## config.mk

```make
export PLATFORM = sky130hd
export DESIGN_NAME = asp_core
export DESIGN_NICKNAME = d
export VERILOG_FILES = /design/src/asp_core.v
export VERILOG_INCLUDE_DIRS = /design/src
export SDC_FILE = /design/constraint.sdc
export NUM_CORES = 1
export LEC_CHECK = 0
export ABC_CLOCK_PERIOD_IN_PS = 12300
export BUFFER_PORTS_ARGS = -buffer_cell sky130_fd_sc_hd__buf_2
export CORE_ASPECT_RATIO = 1.1
export CORE_MARGIN = 2
export CORE_UTILIZATION = 55
export DETAILED_ROUTE_END_ITERATION = 10
export GPL_TIMING_DRIVEN = 0
export PLACE_DENSITY = 0.86
export SLEW_MARGIN = 30
export SYNTH_ARGS = -nofsm -noshare
export SYNTH_HDL_FRONTEND = slang
export SYNTH_SLANG_ARGS = --single-unit
```

## constraint.sdc

```tcl
create_clock -name pclk -period 12.3 [get_ports pclk]
set_input_delay 2.46 -clock pclk [delete_from_list [all_inputs] [get_ports pclk]]
set_output_delay 2.46 -clock pclk [all_outputs]
set_load 0.005 [all_outputs]
```

## src/asp_map.vh

```
// Purpose: register offsets, field positions and reset values of the
//          audio serial configuration block
// Assumes: 32-bit APB data, byte addresses
// Notes:   definitions only
`ifndef ASP_MAP_VH
`define ASP_MAP_VH

// register byte offsets
`define ASP_OFF_MODE_CTRL 12'h00a8
`define ASP_OFF_CLKM 12'h00ac
`define ASP_OFF_SRATE 12'h00b0
`define ASP_OFF_PDM 12'h00b4
`define ASP_OFF_PDM_FREQ 12'h00b8
`define ASP_OFF_STATE 12'h00bc
`define ASP_OFF_FIFO_RST 12'h00c0

// mode control fields
`define ASP_MC_CAMERA 0
`define ASP_MC_WRX2 1
`define ASP_MC_SDX2 2
`define ASP_MC_LCD 5
`define ASP_MC_EXT_ADC 6
`define ASP_MC_INTER_VALID 7
`define ASP_MC_RESET 32'h0000_0000

// master clock divider fields
`define ASP_CK_INT_LSB 0
`define ASP_CK_NUMER_LSB 8
`define ASP_CK_DENOM_LSB 14
`define ASP_CK_APLL 21
`define ASP_CK_RESET 32'h0000_0004

// sample rate fields, 6 bits each
`define ASP_SR_TX_BCK_LSB 0
`define ASP_SR_RX_BCK_LSB 6
`define ASP_SR_TX_BITS_LSB 12
`define ASP_SR_RX_BITS_LSB 18
`define ASP_SR_RESET 32'h0041_0186

// pdm control fields
`define ASP_PD_TX_EN 0
`define ASP_PD_RX_EN 1
`define ASP_PD_PCM2PDM 2
`define ASP_PD_PDM2PCM 3
`define ASP_PD_OSR_LSB 4
`define ASP_PD_HP_SH_LSB 8
`define ASP_PD_LP_SH_LSB 10
`define ASP_PD_SINC_SH_LSB 12
`define ASP_PD_SD_SH_LSB 14
`define ASP_PD_RX_DSR 16
`define ASP_PD_HP_BYPASS 25
`define ASP_PD_RESET 32'h0000_5510

// pdm frequency fields, 10 bits each
`define ASP_PF_FS_LSB 0
`define ASP_PF_FP_LSB 10
`define ASP_PF_RESET 32'h0000_0000

// state and fifo reset fields
`define ASP_ST_RX_RST 0
`define ASP_ST_TX_RST 1
`define ASP_ST_TX_IDLE 2
`define ASP_FR_RX 0
`define ASP_FR_TX 1

// timing and ratios
`define ASP_FIFO_RST_CYCLES 4'h8
`define ASP_DSR_HI 8'h80
`define ASP_DSR_LO 8'h40
`define ASP_OSR_UNIT 4'h6

`endif

```

## src/asp_core.v

```verilog
// Purpose: register set and clock/mode/pdm logic of the audio serial block
// Assumes: single pclk domain, APB slave, pins synchronised here
// Notes:   one wait state on every APB access
//
// The implementer's own choice: register access over APB.
`timescale 1ns/10ps
`include "asp_map.vh"

// Behaviour
// - camera internal validation bit makes the block validate camera data itself
// - external converter start bit enables start pulses to an external ADC
// - lcd mode enable bit puts the serial interface into LCD output mode
// - in LCD mode pair duplication sends each data pair twice
// - in LCD mode double write outputs every datum twice in a row
// - camera mode enable bit puts the interface into camera capture mode
// - master divider has integral bits 7..0, numerator and denominator fields
// - audio pll enable bit selects the pll clock as divider input
// - receive and transmit each own a sample bit length field
// - bit clock uses separate divider fields for receive and transmit
// - high-pass bypass bit skips the transmit pdm high-pass stage
// - receive filter group 1 decimates by 128 when set, 64 when clear
// - scale codes: 0 halves, 1 passes, 2 doubles, 3 quadruples
// - transmit pdm upsampling ratio is 64 times the oversample field
// - pdm to pcm conversion runs only while its enable bit is set
// - pcm to pdm conversion runs only while its enable bit is set
// - receive and transmit pdm modes have independent enable bits
// - pdm output and pcm input frequency params only go out on ports; the pcm to pdm converter does not use them
// - fifo reset status reads 1 while reset runs, 0 when done
// - transmitter status reads 1 when idle, 0 when busy
module asp_core (
  input wire pclk, // apb clock
  input wire presetn, // async reset, active low
  input wire psel, // apb select
  input wire penable, // apb enable
  input wire pwrite, // apb direction
  input wire [11:0] paddr, // apb byte address
  input wire [31:0] pwdata, // apb write data
  output reg [31:0] prdata, // apb read data
  output wire pready, // apb ready
  output wire pslverr, // apb error on unmapped address
  input wire apll_clk_pin, // audio pll clock, sampled
  input wire pdm_rx_pin, // pdm microphone data
  input wire [7:0] cam_data_pin, // camera data bus
  input wire cam_valid_pin, // camera external data valid
  input wire [15:0] tx_sample, // pcm sample from data path
  input wire tx_sample_valid, // sample offered
  output wire tx_sample_ready, // sample taken
  output reg mclk_tick, // divided master clock pulse
  output reg rx_bck_tick, // receive bit clock pulse
  output reg tx_bck_tick, // transmit bit clock pulse
  output wire [5:0] rx_sample_bits, // receive sample length
  output wire [5:0] tx_sample_bits, // transmit sample length
  output wire [9:0] pdm_out_freq, // pdm output rate parameter
  output wire [9:0] pcm_in_freq, // pcm input rate parameter
  output reg [15:0] lcd_data, // lcd output word
  output reg lcd_strobe, // lcd word pulse
  output reg [7:0] cam_word, // captured camera byte
  output reg cam_strobe, // captured byte pulse
  output reg adc_start, // external converter start pulse
  output reg pdm_tx_bit, // pdm output stream
  output reg [15:0] rx_pcm, // decimated pcm sample
  output reg rx_pcm_valid, // pcm sample pulse
  output wire rx_fifo_rst, // rx fifo reset in progress
  output wire tx_fifo_rst // tx fifo reset in progress
);
  localparam LS_IDLE = 3'b001;
  localparam LS_PAIR = 3'b010;
  localparam LS_SEND = 3'b100;

  reg [31:0] mode_q, clkm_q, srate_q, pdm_q, pfreq_q;
  reg ack_q;
  reg [2:0] apll_s_q, pdm_s_q;
  reg [7:0] cam_d1_q, cam_d2_q;
  reg [1:0] camv_s_q;
  reg [3:0] rxr_cnt_q, txr_cnt_q;
  reg [8:0] mdiv_cnt_q;
  reg [5:0] frac_acc_q;
  reg mdiv_long_q;
  reg [5:0] rxb_cnt_q, txb_cnt_q;
  reg [2:0] ls_q;
  reg [15:0] w0_q, w1_q;
  reg [2:0] slot_q;
  reg [9:0] osr_cnt_q;
  reg signed [19:0] cur_q, hp_prev_q, lp_prev_q, sd_acc_q;
  reg [7:0] dsr_cnt_q, ones_q;
  reg [15:0] rd_d;
  reg map_hit;
  reg [31:0] prdata_mux;
  wire tx_idle;

  wire wr_en = psel & penable & pwrite & ack_q;
  wire lcd_en = mode_q[`ASP_MC_LCD];
  wire wrx2 = mode_q[`ASP_MC_WRX2];
  wire sdx2 = mode_q[`ASP_MC_SDX2];
  wire [7:0] div_int = clkm_q[`ASP_CK_INT_LSB +: 8];
  wire [5:0] div_num = clkm_q[`ASP_CK_NUMER_LSB +: 6];
  wire [5:0] div_den = clkm_q[`ASP_CK_DENOM_LSB +: 6];
  wire [5:0] tx_bck = srate_q[`ASP_SR_TX_BCK_LSB +: 6];
  wire [5:0] rx_bck = srate_q[`ASP_SR_RX_BCK_LSB +: 6];
  wire tx_pdm = pdm_q[`ASP_PD_TX_EN];
  wire rx_pdm = pdm_q[`ASP_PD_RX_EN];
  wire [3:0] osr = pdm_q[`ASP_PD_OSR_LSB +: 4];

  assign pready = ack_q;
  assign pslverr = ack_q & ~map_hit;
  assign tx_sample_bits = srate_q[`ASP_SR_TX_BITS_LSB +: 6];
  assign rx_sample_bits = srate_q[`ASP_SR_RX_BITS_LSB +: 6];
  assign pdm_out_freq = pfreq_q[`ASP_PF_FP_LSB +: 10];
  assign pcm_in_freq = pfreq_q[`ASP_PF_FS_LSB +: 10];
  assign rx_fifo_rst = (rxr_cnt_q != 4'h0);
  assign tx_fifo_rst = (txr_cnt_q != 4'h0);

  // scale a filter input by a 2-bit code
  function signed [19:0] scl;
    input signed [19:0] x;
    input [1:0] code;
    begin
      case (code)
        2'd0: scl = x >>> 1;
        2'd1: scl = x;
        2'd2: scl = x <<< 1;
        default: scl = x <<< 2;
      endcase
    end
  endfunction

  // apb decode and read mux
  always @* begin
    map_hit = 1'b1;
    rd_d = 16'h0000;
    prdata_mux = 32'h0000_0000;
    case (paddr)
      `ASP_OFF_MODE_CTRL: prdata_mux = mode_q;
      `ASP_OFF_CLKM: prdata_mux = clkm_q;
      `ASP_OFF_SRATE: prdata_mux = srate_q;
      `ASP_OFF_PDM: prdata_mux = pdm_q;
      `ASP_OFF_PDM_FREQ: prdata_mux = pfreq_q;
      `ASP_OFF_STATE: begin
        rd_d[`ASP_ST_RX_RST] = rx_fifo_rst;
        rd_d[`ASP_ST_TX_RST] = tx_fifo_rst;
        rd_d[`ASP_ST_TX_IDLE] = tx_idle;
        prdata_mux = {16'h0000, rd_d};
      end
      `ASP_OFF_FIFO_RST: prdata_mux = 32'h0000_0000;
      default: map_hit = 1'b0;
    endcase
  end

  // apb handshake, one wait state
  always @(posedge pclk or negedge presetn) begin
    if (!presetn) begin
      ack_q <= 1'b0;
      prdata <= 32'h0000_0000;
    end else begin
      ack_q <= psel & penable & ~ack_q;
      if (psel & penable & ~ack_q & ~pwrite)
        prdata <= prdata_mux;
    end
  end

  // software registers
  always @(posedge pclk or negedge presetn) begin
    if (!presetn) begin
      mode_q <= `ASP_MC_RESET;
      clkm_q <= `ASP_CK_RESET;
      srate_q <= `ASP_SR_RESET;
      pdm_q <= `ASP_PD_RESET;
      pfreq_q <= `ASP_PF_RESET;
    end else if (wr_en) begin
      case (paddr)
        `ASP_OFF_MODE_CTRL: mode_q <= {24'h00_0000, pwdata[7:5], 2'b00,
          pwdata[2:0]};
        `ASP_OFF_CLKM: clkm_q <= {10'h000, pwdata[21:0]};
        `ASP_OFF_SRATE: srate_q <= {8'h00, pwdata[23:0]};
        `ASP_OFF_PDM: pdm_q <= {6'h00, pwdata[25], 8'h00, pwdata[16:0]};
        `ASP_OFF_PDM_FREQ: pfreq_q <= {12'h000, pwdata[19:0]};
        default: ;
      endcase
    end
  end

  // fifo reset runs a fixed count, status reads busy meanwhile
  always @(posedge pclk or negedge presetn) begin
    if (!presetn) begin
      rxr_cnt_q <= 4'h0;
      txr_cnt_q <= 4'h0;
    end else begin
      if (wr_en && paddr == `ASP_OFF_FIFO_RST && pwdata[`ASP_FR_RX])
        rxr_cnt_q <= `ASP_FIFO_RST_CYCLES;
      else if (rx_fifo_rst)
        rxr_cnt_q <= rxr_cnt_q - 4'h1;
      if (wr_en && paddr == `ASP_OFF_FIFO_RST && pwdata[`ASP_FR_TX])
        txr_cnt_q <= `ASP_FIFO_RST_CYCLES;
      else if (tx_fifo_rst)
        txr_cnt_q <= txr_cnt_q - 4'h1;
    end
  end

  // pin synchronisers
  always @(posedge pclk or negedge presetn) begin
    if (!presetn) begin
      apll_s_q <= 3'b000;
      pdm_s_q <= 3'b000;
      cam_d1_q <= 8'h00;
      cam_d2_q <= 8'h00;
      camv_s_q <= 2'b00;
    end else begin
      apll_s_q <= {apll_s_q[1:0], apll_clk_pin};
      pdm_s_q <= {pdm_s_q[1:0], pdm_rx_pin};
      cam_d1_q <= cam_data_pin;
      cam_d2_q <= cam_d1_q;
      camv_s_q <= {camv_s_q[0], cam_valid_pin};
    end
  end

  // fractional master divider; long periods spread the fraction
  wire src_tick = clkm_q[`ASP_CK_APLL] ?
    (apll_s_q[1] & ~apll_s_q[2]) : 1'b1;
  wire [8:0] period = {1'b0, (div_int == 8'h00) ? 8'h01 : div_int} +
    {8'h00, mdiv_long_q};
  wire [6:0] acc_sum = {1'b0, frac_acc_q} + {1'b0, div_num};
  always @(posedge pclk or negedge presetn) begin
    if (!presetn) begin
      mdiv_cnt_q <= 9'h000;
      frac_acc_q <= 6'h00;
      mdiv_long_q <= 1'b0;
      mclk_tick <= 1'b0;
    end else begin
      mclk_tick <= 1'b0;
      if (src_tick) begin
        if (mdiv_cnt_q + 9'h001 >= period) begin
          mdiv_cnt_q <= 9'h000;
          mclk_tick <= 1'b1;
          if (div_den != 6'h00 && acc_sum >= {1'b0, div_den}) begin
            frac_acc_q <= acc_sum[5:0] - div_den;
            mdiv_long_q <= 1'b1;
          end else begin
            frac_acc_q <= (div_den == 6'h00) ? 6'h00 : acc_sum[5:0];
            mdiv_long_q <= 1'b0;
          end
        end else begin
          mdiv_cnt_q <= mdiv_cnt_q + 9'h001;
        end
      end
    end
  end

  // separate bit clock dividers per direction
  always @(posedge pclk or negedge presetn) begin
    if (!presetn) begin
      rxb_cnt_q <= 6'h00;
      txb_cnt_q <= 6'h00;
      rx_bck_tick <= 1'b0;
      tx_bck_tick <= 1'b0;
    end else begin
      rx_bck_tick <= 1'b0;
      tx_bck_tick <= 1'b0;
      if (mclk_tick) begin
        if (rxb_cnt_q + 6'h01 >= rx_bck) begin
          rxb_cnt_q <= 6'h00;
          rx_bck_tick <= 1'b1;
        end else
          rxb_cnt_q <= rxb_cnt_q + 6'h01;
        if (txb_cnt_q + 6'h01 >= tx_bck) begin
          txb_cnt_q <= 6'h00;
          tx_bck_tick <= 1'b1;
        end else
          txb_cnt_q <= txb_cnt_q + 6'h01;
      end
    end
  end

  // camera capture and external converter start
  always @(posedge pclk or negedge presetn) begin
    if (!presetn) begin
      cam_word <= 8'h00;
      cam_strobe <= 1'b0;
      adc_start <= 1'b0;
    end else begin
      cam_strobe <= 1'b0;
      adc_start <= mode_q[`ASP_MC_EXT_ADC] & rx_bck_tick;
      if (mode_q[`ASP_MC_CAMERA] && (mode_q[`ASP_MC_INTER_VALID] ?
          rx_bck_tick : camv_s_q[1])) begin
        cam_word <= cam_d2_q;
        cam_strobe <= 1'b1;
      end
    end
  end

  // lcd output: slot index picks pair member and repeat
  wire [2:0] last_slot = sdx2 ? (wrx2 ? 3'd7 : 3'd3) :
    (wrx2 ? 3'd1 : 3'd0);
  wire pick_w1 = sdx2 & (wrx2 ? slot_q[1] : slot_q[0]);
  wire lcd_take = lcd_en & tx_sample_valid & (ls_q != LS_SEND);
  wire pdm_take = ~lcd_en & tx_pdm & pdm_q[`ASP_PD_PCM2PDM] &
    tx_bck_tick & (osr_cnt_q == 10'h000) & tx_sample_valid;
  assign tx_sample_ready = lcd_take | pdm_take;
  assign tx_idle = (ls_q == LS_IDLE) & ~(tx_pdm & tx_sample_valid);

  always @(posedge pclk or negedge presetn) begin
    if (!presetn) begin
      ls_q <= LS_IDLE;
      w0_q <= 16'h0000;
      w1_q <= 16'h0000;
      slot_q <= 3'd0;
      lcd_data <= 16'h0000;
      lcd_strobe <= 1'b0;
    end else begin
      lcd_strobe <= 1'b0;
      case (ls_q)
        LS_IDLE: if (lcd_take) begin
          w0_q <= tx_sample;
          slot_q <= 3'd0;
          ls_q <= sdx2 ? LS_PAIR : LS_SEND;
        end
        LS_PAIR: if (lcd_take) begin
          w1_q <= tx_sample;
          ls_q <= LS_SEND;
        end
        LS_SEND: if (tx_bck_tick) begin
          lcd_data <= pick_w1 ? w1_q : w0_q;
          lcd_strobe <= 1'b1;
          if (slot_q >= last_slot)
            ls_q <= LS_IDLE;
          else
            slot_q <= slot_q + 3'd1;
        end
        default: ls_q <= LS_IDLE;
      endcase
      if (!lcd_en)
        ls_q <= LS_IDLE;
    end
  end

  // pcm to pdm: scaled filter chain into first order modulator
  wire [1:0] hp_sh = pdm_q[`ASP_PD_HP_SH_LSB +: 2];
  wire [1:0] lp_sh = pdm_q[`ASP_PD_LP_SH_LSB +: 2];
  wire [1:0] sinc_sh = pdm_q[`ASP_PD_SINC_SH_LSB +: 2];
  wire [1:0] sd_sh = pdm_q[`ASP_PD_SD_SH_LSB +: 2];
  wire signed [19:0] hp_in = scl(cur_q, hp_sh);
  wire signed [19:0] hp_out = pdm_q[`ASP_PD_HP_BYPASS] ? hp_in :
    hp_in - (hp_prev_q >>> 1);
  wire signed [19:0] lp_in = scl(hp_out, lp_sh);
  wire signed [19:0] lp_out = (lp_in >>> 1) + (lp_prev_q >>> 1);
  wire signed [19:0] sinc_out = scl(lp_out, sinc_sh);
  wire signed [19:0] sd_in = scl(sinc_out, sd_sh);
  wire signed [19:0] fb = pdm_tx_bit ? 20'sh08000 : -20'sh08000;
  // osr times 64, less one, as the window's last count
  wire [9:0] osr_top = {osr, 6'h00} - 10'h001;
  wire pdm_tx_run = ~lcd_en & tx_pdm & pdm_q[`ASP_PD_PCM2PDM];

  always @(posedge pclk or negedge presetn) begin
    if (!presetn) begin
      osr_cnt_q <= 10'h000;
      cur_q <= 20'sh00000;
      hp_prev_q <= 20'sh00000;
      lp_prev_q <= 20'sh00000;
      sd_acc_q <= 20'sh00000;
      pdm_tx_bit <= 1'b0;
    end else if (!pdm_tx_run) begin
      osr_cnt_q <= 10'h000;
      pdm_tx_bit <= 1'b0;
    end else if (tx_bck_tick) begin
      osr_cnt_q <= (osr_cnt_q >= osr_top) ? 10'h000 :
        osr_cnt_q + 10'h001;
      if (pdm_take) begin
        cur_q <= {{4{tx_sample[15]}}, tx_sample};
        hp_prev_q <= hp_in;
        lp_prev_q <= lp_in;
      end
      sd_acc_q <= sd_acc_q + sd_in - fb;
      pdm_tx_bit <= ~sd_acc_q[19];
    end
  end

  // pdm to pcm: count ones over the decimation window
  wire [7:0] dsr_top = pdm_q[`ASP_PD_RX_DSR] ? `ASP_DSR_HI :
    `ASP_DSR_LO;
  wire pdm_rx_run = rx_pdm & pdm_q[`ASP_PD_PDM2PCM];
  wire [7:0] ones_nx = ones_q + {7'h00, pdm_s_q[1]};

  always @(posedge pclk or negedge presetn) begin
    if (!presetn) begin
      dsr_cnt_q <= 8'h00;
      ones_q <= 8'h00;
      rx_pcm <= 16'h0000;
      rx_pcm_valid <= 1'b0;
    end else begin
      rx_pcm_valid <= 1'b0;
      if (!pdm_rx_run) begin
        dsr_cnt_q <= 8'h00;
        ones_q <= 8'h00;
      end else if (rx_bck_tick) begin
        if (dsr_cnt_q + 8'h01 >= dsr_top) begin
          dsr_cnt_q <= 8'h00;
          ones_q <= 8'h00;
          rx_pcm_valid <= 1'b1;
          rx_pcm <= pdm_q[`ASP_PD_RX_DSR] ?
            {ones_nx[7:0], 8'h00} - 16'h8000 :
            {ones_nx[6:0], 9'h000} - 16'h8000;
        end else begin
          dsr_cnt_q <= dsr_cnt_q + 8'h01;
          ones_q <= ones_nx;
        end
      end
    end
  end

endmodule // asp_core

```

Word level (Yosys, flattened, before mapping)

Index checks and enable logic that the tools add are counted.

Register bits after elaboration: 368
Input bits: 77
Output and inout bits: 117
Logic and storage cells: 217

Add/sub/neg operators: 19
Order comparisons: 7
Eq/ne operators: 28
Mux-type cells: 62
Bitwise gates (word level): 27
Reductions and logical operators: 33

Operator list:

| kind                                                                   | count |
|---|---|
| 20-bit case mux with 3 select lines                                    | 3 |
| 26-bit case mux with 6 select lines                                    | 1 |
| 12-bit by 8-bit equality test with 1-bit output, second input constant | 7 |
| 8-bit two-way mux                                                      | 8 |
| 17-bit case mux with 3 select lines                                    | 1 |
| 20-bit two-way mux                                                     | 2 |
| 3-bit two-way mux                                                      | 11 |
| 16-bit two-way mux                                                     | 2 |
| 16-bit subtractor, second input constant                               | 2 |
| 10-bit two-way mux                                                     | 3 |
| 6-bit two-way mux                                                      | 4 |
| 19-bit by 19-bit adder with 20-bit output                              | 1 |
| 20-bit adder                                                           | 1 |
| 1-bit two-way mux                                                      | 20 |
| 2-bit AND reduction                                                    | 10 |
| 20-bit subtractor                                                      | 1 |
| 1-bit bitwise AND                                                      | 19 |
| 18-bit by 17-bit subtractor with 19-bit output                         | 1 |
| 4-bit two-way mux                                                      | 4 |
| 3-bit != test, second input constant                                   | 5 |
| 6-bit by 1-bit adder with 6-bit output, second input constant          | 2 |
| 6-bit >= comparator                                                    | 2 |
| 10-bit by 1-bit adder with 10-bit output, second input constant        | 1 |
| 10-bit >= comparator                                                   | 1 |
| other kinds (35)                                                       | 64 |

Longest topological paths before layout

Gate-level depths: netlist of the first run.

Depth in word-level cells: 10
Mapped depth: 41
Mapped depth without buffers: 39

Worst setup path after synthesis of the first run

No wires, ideal clock.

Kind: register -> register
Start: register pdm_q[8]
End: register sd_acc_q[19]
Setup time: 138 ps
Data arrival time: 8292 ps
Required time: 12162 ps
Slack: 3870 ps
Stages on the path, launching flop included: 37
Buffers on the path: 2
Clock period less this slack: 8430 ps
Path through: dfstp_2 -> buf_1 -> buf_1 -> mux2i_1 -> nor2_1 -> a31oi_1 -> inv_1 -> ha_1 -> nor2b_1 -> o2111ai_1 -> a31oi_1 -> o31ai_1 -> a21oi_1 -> a31o_2 -> xnor2_1 -> mux4_2 -> mux2i_1 -> ha_1 -> a21oi_1 -> o21ai_1 -> a21oi_1 -> xnor2_1 -> a2bb2oi_1 -> o21ai_0 -> a221o_1 -> nor2_1 -> nor2_1 -> o21ai_1 -> fa_1 -> ha_1 -> or2_2 -> a21oi_1 -> a31oi_1 -> xor2_1 -> mux2_2 -> a2111oi_2 -> nand4b_1

Word-level cells in the longest chain between the ends: 10
Elaborated cells on any way between the ends: 12
Classes of those cells: add/sub (4); eq/ne (2); mux (5); reduce/logical (1)

RTL lines:

| element                                              | RTL line       | text |
|---|---|---|
| start, declared                                      | asp_core.v:70  | `reg [31:0] mode_q, clkm_q, srate_q, pdm_q, pfreq_q;` |
| start signal, assigned                               | asp_core.v:167 | `` pdm_q <= `ASP_PD_RESET; `` |
| start signal, assigned                               | asp_core.v:175 | `` `ASP_OFF_PDM: pdm_q <= {6'h00, pwdata[25], 8'h00, pwdata[16:0]}; `` |
| 2-bit equality test (tied with other cells)          | asp_core.v:118 | `case (code)` |
| 17-bit case mux with 3 select lines (*)              | asp_core.v:118 |  |
| via hp_in[1]                                         | asp_core.v:340 | `wire signed [19:0] hp_in = scl(cur_q, hp_sh);` |
| 18-bit by 17-bit subtractor with 19-bit output (*)   | asp_core.v:342 | `hp_in - (hp_prev_q >>> 1);` |
| 20-bit two-way mux (*)                               | asp_core.v:341 | `` wire signed [19:0] hp_out = pdm_q[`ASP_PD_HP_BYPASS] ? hp_in : `` |
| 20-bit case mux with 3 select lines (*)              | asp_core.v:118 |  |
| via lp_in[15]                                        | asp_core.v:343 | `wire signed [19:0] lp_in = scl(hp_out, lp_sh);` |
| 19-bit by 19-bit adder with 20-bit output (*)        | asp_core.v:344 | `wire signed [19:0] lp_out = (lp_in >>> 1) + (lp_prev_q >>> 1);` |
| 20-bit case mux with 3 select lines (*) (2 in a row) | asp_core.v:118 |  |
| 20-bit adder (*)                                     | asp_core.v:371 | `sd_acc_q <= sd_acc_q + sd_in - fb;` |
| 20-bit subtractor (*)                                | asp_core.v:371 |  |
| end signal, assigned                                 | asp_core.v:371 |  |
| end, declared                                        | asp_core.v:84  | `reg signed [19:0] cur_q, hp_prev_q, lp_prev_q, sd_acc_q;` |

Mark *: on every way through the listed nets, which the timed path passes. The rest lies on a longest branch.
A chain may end at the register's enable or synchronous reset.

Worst setup path after layout of the first run

Ends and elaborated chain as after synthesis.

==> impl_metrics.py, run 1 <==
metrics = {
    "status": {
        "status": "completed",
    },
    "sta": {
        "fmax_mhz": 95.9,
        "slew_viol_final": 0,
        "layout_min_cycle_time_ns": 10.43,
        "setup_viol": 0,
        "setup_total_negative_slack_ns": 0,
        "period_share": 0.848,
        "hold_violations": 0,
        "tightest_slew_ns": 0.894,
        "finClkSkew_ns": 0.0144,
        "slew_headroom": 0.402,
        "rsz0062_at_grt": "false",
    },
    "clocking": {
        "htree_levels": 2,
        "ctsHoldBuffers": 0,
        "cts_made_buffers": 39,
        "cts.clk_slew.worst_paths_ns": 0.06,
        "clk_path_buf_depth": 3,
        "clock_latency_ns": 0.55,
        "postCtsSetupRepairBufs": 0,
        "clock-sinks": 351,
        "postCtsResizedCells": 0,
        "cts_tree": "built",
        "cts_root_buf": "clkbuf_16",
    },
    "route": {
        "drc_errors": 0,
        "ant_nets": 0,
        "wire_per_inst_um": 18.9,
        "drt_wl_total_mm": 55.5,
        "drt_iter0_drc": 1318,
        "drt_pass1_iterations": 5,
        "viasPerCell": 5.97,
        "route.vias.total": 17532,
    },
    "setup_path": {
        "rr_startpoint": "pdm_q[8]",
        "critPathCaptureType": "register",
        "arrival_ns": 10.83,
        "slowest_stage": "dfstp_2",
        "ff2ff_path_depth": 37,
        "cp_max_fo": 10,
        "crit_top_cell": "a21oi_1",
        "r2r_setup_slack_ns": 1.87,
        "required_ns": 12.70,
        "crit_type": "reg2reg",
        "timing.rr.end": "sd_acc_q[19]",
        "start_kind": "register",
        "max_stage_delay_ns": 0.58,
    },
    "floorplanning": {
        "num_rows": 74,
        "fp.dieH_um": 208,
        "core_area_um2": 37300,
        "fp.dieW_um": 190,
        "ios": 194,
        "die-area_um2": 39500,
        "start_util": 0.560,
    },
    "finish": {
        "final_nets": 2623,
        "final-seq-area_um2": 8800,
        "syn_to_final_growth_pct": 14.9,
        "postLayoutCoreUtil": 0.643,
        "nFillCells": 2824,
        "design_area_um2": 24000,
        "multi_input_area_um2": 11100,
        "drive_gt1_frac": 0.189,
    },
    "place": {
        "numPortBuffers": 168,
        "dpl_cell_area_um2": 22500,
        "dp.final_hpwl_mm": 40.8,
        "gp_congestion": 0.951,
    },
    "min_path": {
        "hold_class": "reg2reg",
        "worstHoldStart": "cam_d1_q[0]",
        "hold_depth": 0,
        "hold_end": "cam_d2_q[0]",
    },
    "synthesis": {
        "synth_top_area_cell": "dfrtp_1",
        "yosysWarnings": 0,
        "async_flop_share": 1.00,
        "synth_edf_count": 0,
        "synth.area.top_cells": "dfrtp_1 (41%), ha_1 (7.8%), mux2_2 (7.3%)",
        "seq_area_frac_synth": 0.421,
        "yosys.area.top_type_share": 0.405,
        "synthCells": 2181,
        "synth_flop_cell": "dfrtp_1",
        "synth_seq_cells": 351,
        "netlist_area_um2": 20900,
        "avgSynthCellArea_um2": 9.58,
        "synthDistinctLibCells": 84,
    },
    "power_and_ir_drop": {
        "p_sw_frac": 0.244,
        "switchingPower_uw": 690,
        "pwr-share-seq": 0.441,
        "ir_worst_vdd_mv": 0.0968,
        "p_clk_frac": 0.459,
        "power.internal_mw": 2.14,
        "cellPowerDensity_nw_per_um2": 118,
        "p_comb_frac": 0.099,
        "p_leak_nw": 12.2,
    },
    "global_routing": {
        "grt_max_degree": 95,
        "grt_antenna_before_repair": 5,
        "met3_usage": 0.0548,
        "grtUsageMet2": 0.479,
        "met1_usage": 0.347,
        "grt_overflow": 0,
        "grt_pass1_wl_mm": 89.5,
        "busiest_layer": "met2",
        "track_usage": 0.280,
        "grt_pass1_vias": 17502,
    },
    "flow_run": {
        "max_cap_viol_count": 0,
    },
}
metal layers:
layer  wire (um)  part of all wire
met1       22000              0.40
met2       27100              0.49
met3        4340             0.078
met4        2120             0.038
met5          17           0.00031
how the worst max path moves through the flow:
| stage | startpoint | to | slack [ns] |
|---|---|---|---|
| 6_report | pdm_q[8] | sd_acc_q[19] | 1.87 |
| 5_1_grt | pdm_q[8] | sd_acc_q[19] | 1.31 |
| 4_1_cts | pdm_q[8] | sd_acc_q[19] | 2.08 |
| 3_5_place_dp | pdm_q[8] | sd_acc_q[19] | 2.21 |
| 3_3_place_gp | presetn | cam_d1_q[0] | 2.14 |
| 2_1_floorplan | pdm_q[8] | sd_acc_q[19] | 3.87 |
sequential cells by signal (all words and copies together) (netlist names), 10 cells and up:
signal,flops
clkm_q,22
cur_q,16
hp_prev_q,17
lcd_data,16
lp_prev_q,19
osr_cnt_q,10
pdm_q,18
pfreq_q,20
prdata,25
sd_acc_q,20
srate_q,24
w0_q,16
w1_q,16
layout by cell type, fill, tap and decap left out, drive strengths merged, types with 13 or more instances in the layout:
cell type / n
a31oi: 24
mux2i: 83
conb: 15
xnor2: 51
and3: 22
nand3: 44
a21o: 38
ha: 130
nor3: 31
nor2: 174
a21oi: 104
a22oi: 14
nand2: 264
dfrtp: 338
mux2: 141
buf: 220
clkbuf: 124
xor2: 45
nand2b: 27
o21ai: 183
and2: 15
inv: 129
a22o: 20
nor2b: 21
dfstp: 13
final cells by class:
cell class / instances / area share
clock buffer: 55 / 0.0482
antenna: 5 / 0.000521
inverter: 129 / 0.0202
tap: 494 / 0.0258
buffer: 116 / 0.0231
multi-input combinational: 1599 / 0.464
timing repair buffer: 173 / 0.0402
sequential: 351 / 0.367
clock inverter: 16 / 0.0118
stage by stage:
step / hold slack (ns) / power, mW / setup slack [ns] / std cells
after floorplan: 0.331 / 1.43 / 3.87 / 2195
after global placement: 0.332 / 1.52 / 2.14 / 2857
after detailed placement: 0.335 / 1.54 / 2.21 / 2862
after CTS: 0.348 / 2.84 / 2.08 / 2933
after global routing: 0.356 / 2.92 / 1.31 / 2937
final: 0.347 / 2.83 / 1.87 / 2938
power by group through the flow:
stage | Combinational (mW) | Clock (mW) | Sequential [mW]
after CTS | 0.281 | 1.31 | 1.24
final | 0.281 | 1.30 | 1.25
after floorplan | 0.178 | 0 | 1.25
after global routing | 0.314 | 1.36 | 1.25
after global placement | 0.254 | 0 | 1.26
after detailed placement | 0.280 | 0 | 1.26
worst max-delay path, delay by kind of cell, from the launching register on:
kind | cells | cell delay [ns]
simple gates | 7 | 0.81
xor+xnor | 3 | 0.67
compound gates | 16 | 4.14
buf+inv | 3 | 1.08
mux | 4 | 1.50
flops | 1 | 0.58
fa+ha+maj | 4 | 1.53
cells in the mapped netlist, types with 27 or more instances:
cell type and count:
a21oi_1 104, mux2i_1 82, a21o_1 37, xor2_1 44, xnor2_1 51, inv_1 122
clkbuf_1 69, mux2_2 136, o21ai_0 144, nor3_1 29, ha_1 130, nand2b_1 27
nor2_1 174, nand3_1 44, dfrtp_1 338, nand2_1 264, buf_4 28, o21ai_1 38
cell families (layout without fill, tap and decap cells):
group	after synthesis	in the layout	synth area share
other	1	20	0.000180
AO/OA/AOI/OAI	475	475	0.144
XOR/XNOR	96	96	0.0406
multiplexers	228	228	0.120
buffers and inverters	245	489	0.0497
AND/OR/NAND/NOR	648	648	0.139
adder cells (fa/ha/maj)	137	137	0.0846
flip-flops	351	351	0.421
Note: power is estimated with default switching activity, not from simulation.
==> inputs of run 2 (changes only) <==
--- a/config.mk
+++ b/config.mk
@@ -6,7 +6,8 @@
 export SDC_FILE = /design/constraint.sdc
 export NUM_CORES = 1
 export LEC_CHECK = 0
-export ABC_CLOCK_PERIOD_IN_PS = 12300
+export ABC_AREA = 1
+export ABC_CLOCK_PERIOD_IN_PS = 10200
 export BUFFER_PORTS_ARGS = -buffer_cell sky130_fd_sc_hd__buf_2
 export CORE_ASPECT_RATIO = 1.1
 export CORE_MARGIN = 2
==> constraint.sdc (replaced) <==
create_clock -name pclk -period 10.2 [get_ports pclk]
set_input_delay 2.04 -clock pclk [delete_from_list [all_inputs] [get_ports pclk]]
set_output_delay 2.04 -clock pclk [all_outputs]
set_load 0.005 [all_outputs]
==> run 2 against run 1 <==
  * Via count increased by 21%
  * Core utilization decreased by 0.98 points
  * Design area grew 3.2%
  * Worst setup slack better by 0.83 ns
  * Register-to-register slack better by 0.83 ns
  * Sequential power grew 14%
  * Critical path depth grew 2
  * Wire length up 18%
  * Die area grew 4.3%
  * Critical path type unchanged
  * Largest power group is now sequential cells
==> impl_metrics.py, run 2 <==
metrics = {
    "global_routing": {
        "grt_overflow": 0,
        "grt_antenna_before_repair": 6,
        "track_usage": 0.317,
        "grt_pass1_vias": 20896,
        "grt_pass1_wl_mm": 106,
        "grt_max_degree": 84,
    },
    "clocking": {
        "clock-sinks": 351,
        "htree_levels": 2,
        "ctsHoldBuffers": 0,
        "cts_tree": "built",
        "cts_root_buf": "clkbuf_16",
        "clk_path_buf_depth": 3,
        "cts.clk_slew.worst_paths_ns": 0.06,
        "cts_made_buffers": 39,
        "clock_latency_ns": 0.57,
        "postCtsSetupRepairBufs": 0,
        "postCtsResizedCells": 0,
    },
    "synthesis": {
        "synth_edf_count": 0,
        "synthTopCellsByCount": "nand2_1 (720), inv_1 (381), dfrtp_1 (338)",
        "synth_seq_cells": 351,
        "yosysWarnings": 0,
        "yosys.area.top_type_share": 0.388,
        "synth_xor_xnor_area_share": 0.0314,
        "synth_flop_cell": "dfrtp_1",
        "yosysMostFrequentCell": "nand2_1",
        "avgSynthCellArea_um2": 7.67,
        "synth_top_area_cell": "dfrtp_1",
        "synth_top_family_by_area": "simple AND/OR/NAND/NOR gates",
        "synthCells": 2842,
        "yosys.area_share.simple": 0.227,
        "netlist_area_um2": 21800,
        "synthMuxAreaShare": 0.00155,
        "synth_compound_area_frac": 0.161,
        "async_flop_share": 1.00,
        "seq_area_frac_synth": 0.404,
        "synth.area.top_cells": "dfrtp_1 (39%), nand2_1 (12%), ha_1 (7.5%)",
        "synthAdderAreaFrac": 0.0811,
        "synthDistinctLibCells": 67,
    },
    "floorplanning": {
        "fp.dieW_um": 194,
        "start_util": 0.558,
        "core_area_um2": 39100,
        "ios": 194,
        "die-area_um2": 41200,
        "num_rows": 76,
        "fp.dieH_um": 213,
    },
    "min_path": {
        "hold_class": "reg2reg",
        "worstHoldStart": "cam_d1_q[5]",
        "hold_end": "cam_d2_q[5]",
        "hold_depth": 0,
    },
    "route": {
        "drt_wl_total_mm": 65.5,
        "drc_errors": 0,
        "wl_met2_mm": 32.5,
        "route.vias.total": 21158,
        "drt_pass1_iterations": 6,
        "dr.max_layer_used": "met5",
        "met1_length_mm": 25.4,
        "wire_per_inst_um": 18.1,
        "viasPerCell": 5.85,
        "met3_length_mm": 4.54,
        "drt_iter0_drc": 1959,
        "ant_nets": 0,
    },
    "sta": {
        "finClkSkew_ns": 0.0274,
        "period_share": 0.735,
        "setup_total_negative_slack_ns": 0,
        "slew_headroom": 0.408,
        "hold_violations": 0,
        "setup_viol": 0,
        "tightest_slew_ns": 0.884,
        "rsz0062_at_grt": "false",
        "setup_slack_ns": 2.70,
        "fmax_mhz": 133,
        "layout_min_cycle_time_ns": 7.50,
        "slew_viol_final": 0,
    },
    "power_and_ir_drop": {
        "ir_worst_vdd_mv": 0.154,
        "p_sw_frac": 0.245,
        "p_comb_frac": 0.059,
        "switchingPower_uw": 744,
        "pwr-share-seq": 0.472,
        "p_clk_frac": 0.469,
        "power.internal_mw": 2.29,
        "cellPowerDensity_nw_per_um2": 123,
        "p_leak_nw": 12.7,
    },
    "setup_path": {
        "required_ns": 10.61,
        "arrival_ns": 7.91,
        "rr_startpoint": "pdm_q[9]",
        "r2r_setup_slack_ns": 2.70,
        "critPathCaptureType": "register",
        "start_kind": "register",
        "timing.rr.end": "sd_acc_q[18]",
        "max_stage_delay_ns": 0.55,
        "crit_top_cell": "nand3_1",
        "cp_max_fo": 10,
        "slowest_stage": "dfrtp_1",
        "ff2ff_path_depth": 39,
        "crit_type": "reg2reg",
    },
    "finish": {
        "postLayoutCoreUtil": 0.634,
        "top_register": "prdata",
        "design_area_um2": 24800,
        "finalNonFillerCells": 3615,
        "layout_commonest_cell": "nand2_1",
        "nFillCells": 3290,
        "drive_gt1_frac": 0.120,
        "final-seq-area_um2": 8800,
        "multi_input_area_um2": 11000,
        "syn_to_final_growth_pct": 13.6,
        "final_cell_mix": "nand2_1 (720), inv_1 (381), dfrtp_1 (338), o21ai_0 (301), buf_2 (183)",
        "largest_reg_flops": 25,
        "largestRegisters": "prdata (25), srate_q (24), clkm_q (22)",
        "final_nets": 3287,
    },
    "place": {
        "dpl.cell_count": 3539,
        "dp.final_hpwl_mm": 49.4,
        "numPortBuffers": 171,
        "gp_congestion": 0.976,
        "dpl_cell_area_um2": 23500,
        "dp_slack_ns": 2.83,
    },
    "status": {
        "status": "completed",
    },
    "flow_run": {
        "max_cap_viol_count": 0,
    },
}
[run 2: cell types whose count changed after synthesis, moves of 82 or more]
| cell | change |
|---|---|
| inv_1 | +259 |
| nand2_1 | +456 |
| mux2_2 | -133 |
| mux2i_1 | -82 |
| nand3_1 | +126 |
| o21ai_0 | +157 |
[run 2: worst max path at each step]
stage,start,to,depth (start not counted)
finish,pdm_q[9],sd_acc_q[18],39
global route,pdm_q[9],sd_acc_q[18],39
CTS,pdm_q[9],sd_acc_q[18],40
detailed placement,pdm_q[9],sd_acc_q[18],40
global placement,presetn,txr_cnt_q[1],1
floorplan,pdm_q[8],sd_acc_q[19],41
[run 2: layer usage]
| layer | vias to the layer above | track usage |
|---|---|---|
| met5 | - | 0 |
| met4 | 2 | 0.152 |
| met3 | 208 | 0.0523 |
| met2 | 900 | 0.553 |
| met1 | 10218 | 0.385 |
| li1 | 9830 | - |
[run 2: cell families after synthesis]
logic type	after synthesis
buffers and inverters	508
AND/OR/NAND/NOR	1165
multiplexers	3
adder cells (fa/ha/maj)	137
other	1
AO/OA/AOI/OAI	599
XOR/XNOR	78
flip-flops	351
[run 2: final cells by class]
| type | instances | share of cell area |
|---|---|---|
| tap | 507 | 0.0256 |
| timing repair buffer | 176 | 0.0405 |
| sequential | 351 | 0.355 |
| buffer | 107 | 0.0220 |
| multi-input combinational | 1997 | 0.444 |
| inverter | 401 | 0.0608 |
| clock inverter | 14 | 0.00611 |
| clock buffer | 57 | 0.0450 |
| antenna | 5 | 0.000505 |
[run 2: power groups by stage]
stage	combinational, mW	sequential [mW]	clock [mW]
finish	0.178	1.43	1.43
floorplan	0.0888	1.45	0
global placement	0.154	1.46	0
detailed placement	0.174	1.46	0
CTS	0.177	1.43	1.44
global route	0.201	1.43	1.49
[run 2: worst max-delay path: cells and delay by family, from the launching register on]
family / cells / cell delay [ns]
buffers and inverters: 6 / 0.62
adder cells (fa/ha/maj): 4 / 1.58
AO/OA/AOI/OAI: 7 / 1.37
AND/OR/NAND/NOR: 22 / 3.24
flip-flops: 1 / 0.55
[run 2: metrics by stage]
step | power (mW) | hold slack (ns)
3_5_place_dp | 1.63 | 0.335
2_1_floorplan | 1.54 | 0.331
3_3_place_gp | 1.61 | 0.333
6_report | 3.04 | 0.343
4_1_cts | 3.04 | 0.349
5_1_grt | 3.12 | 0.353
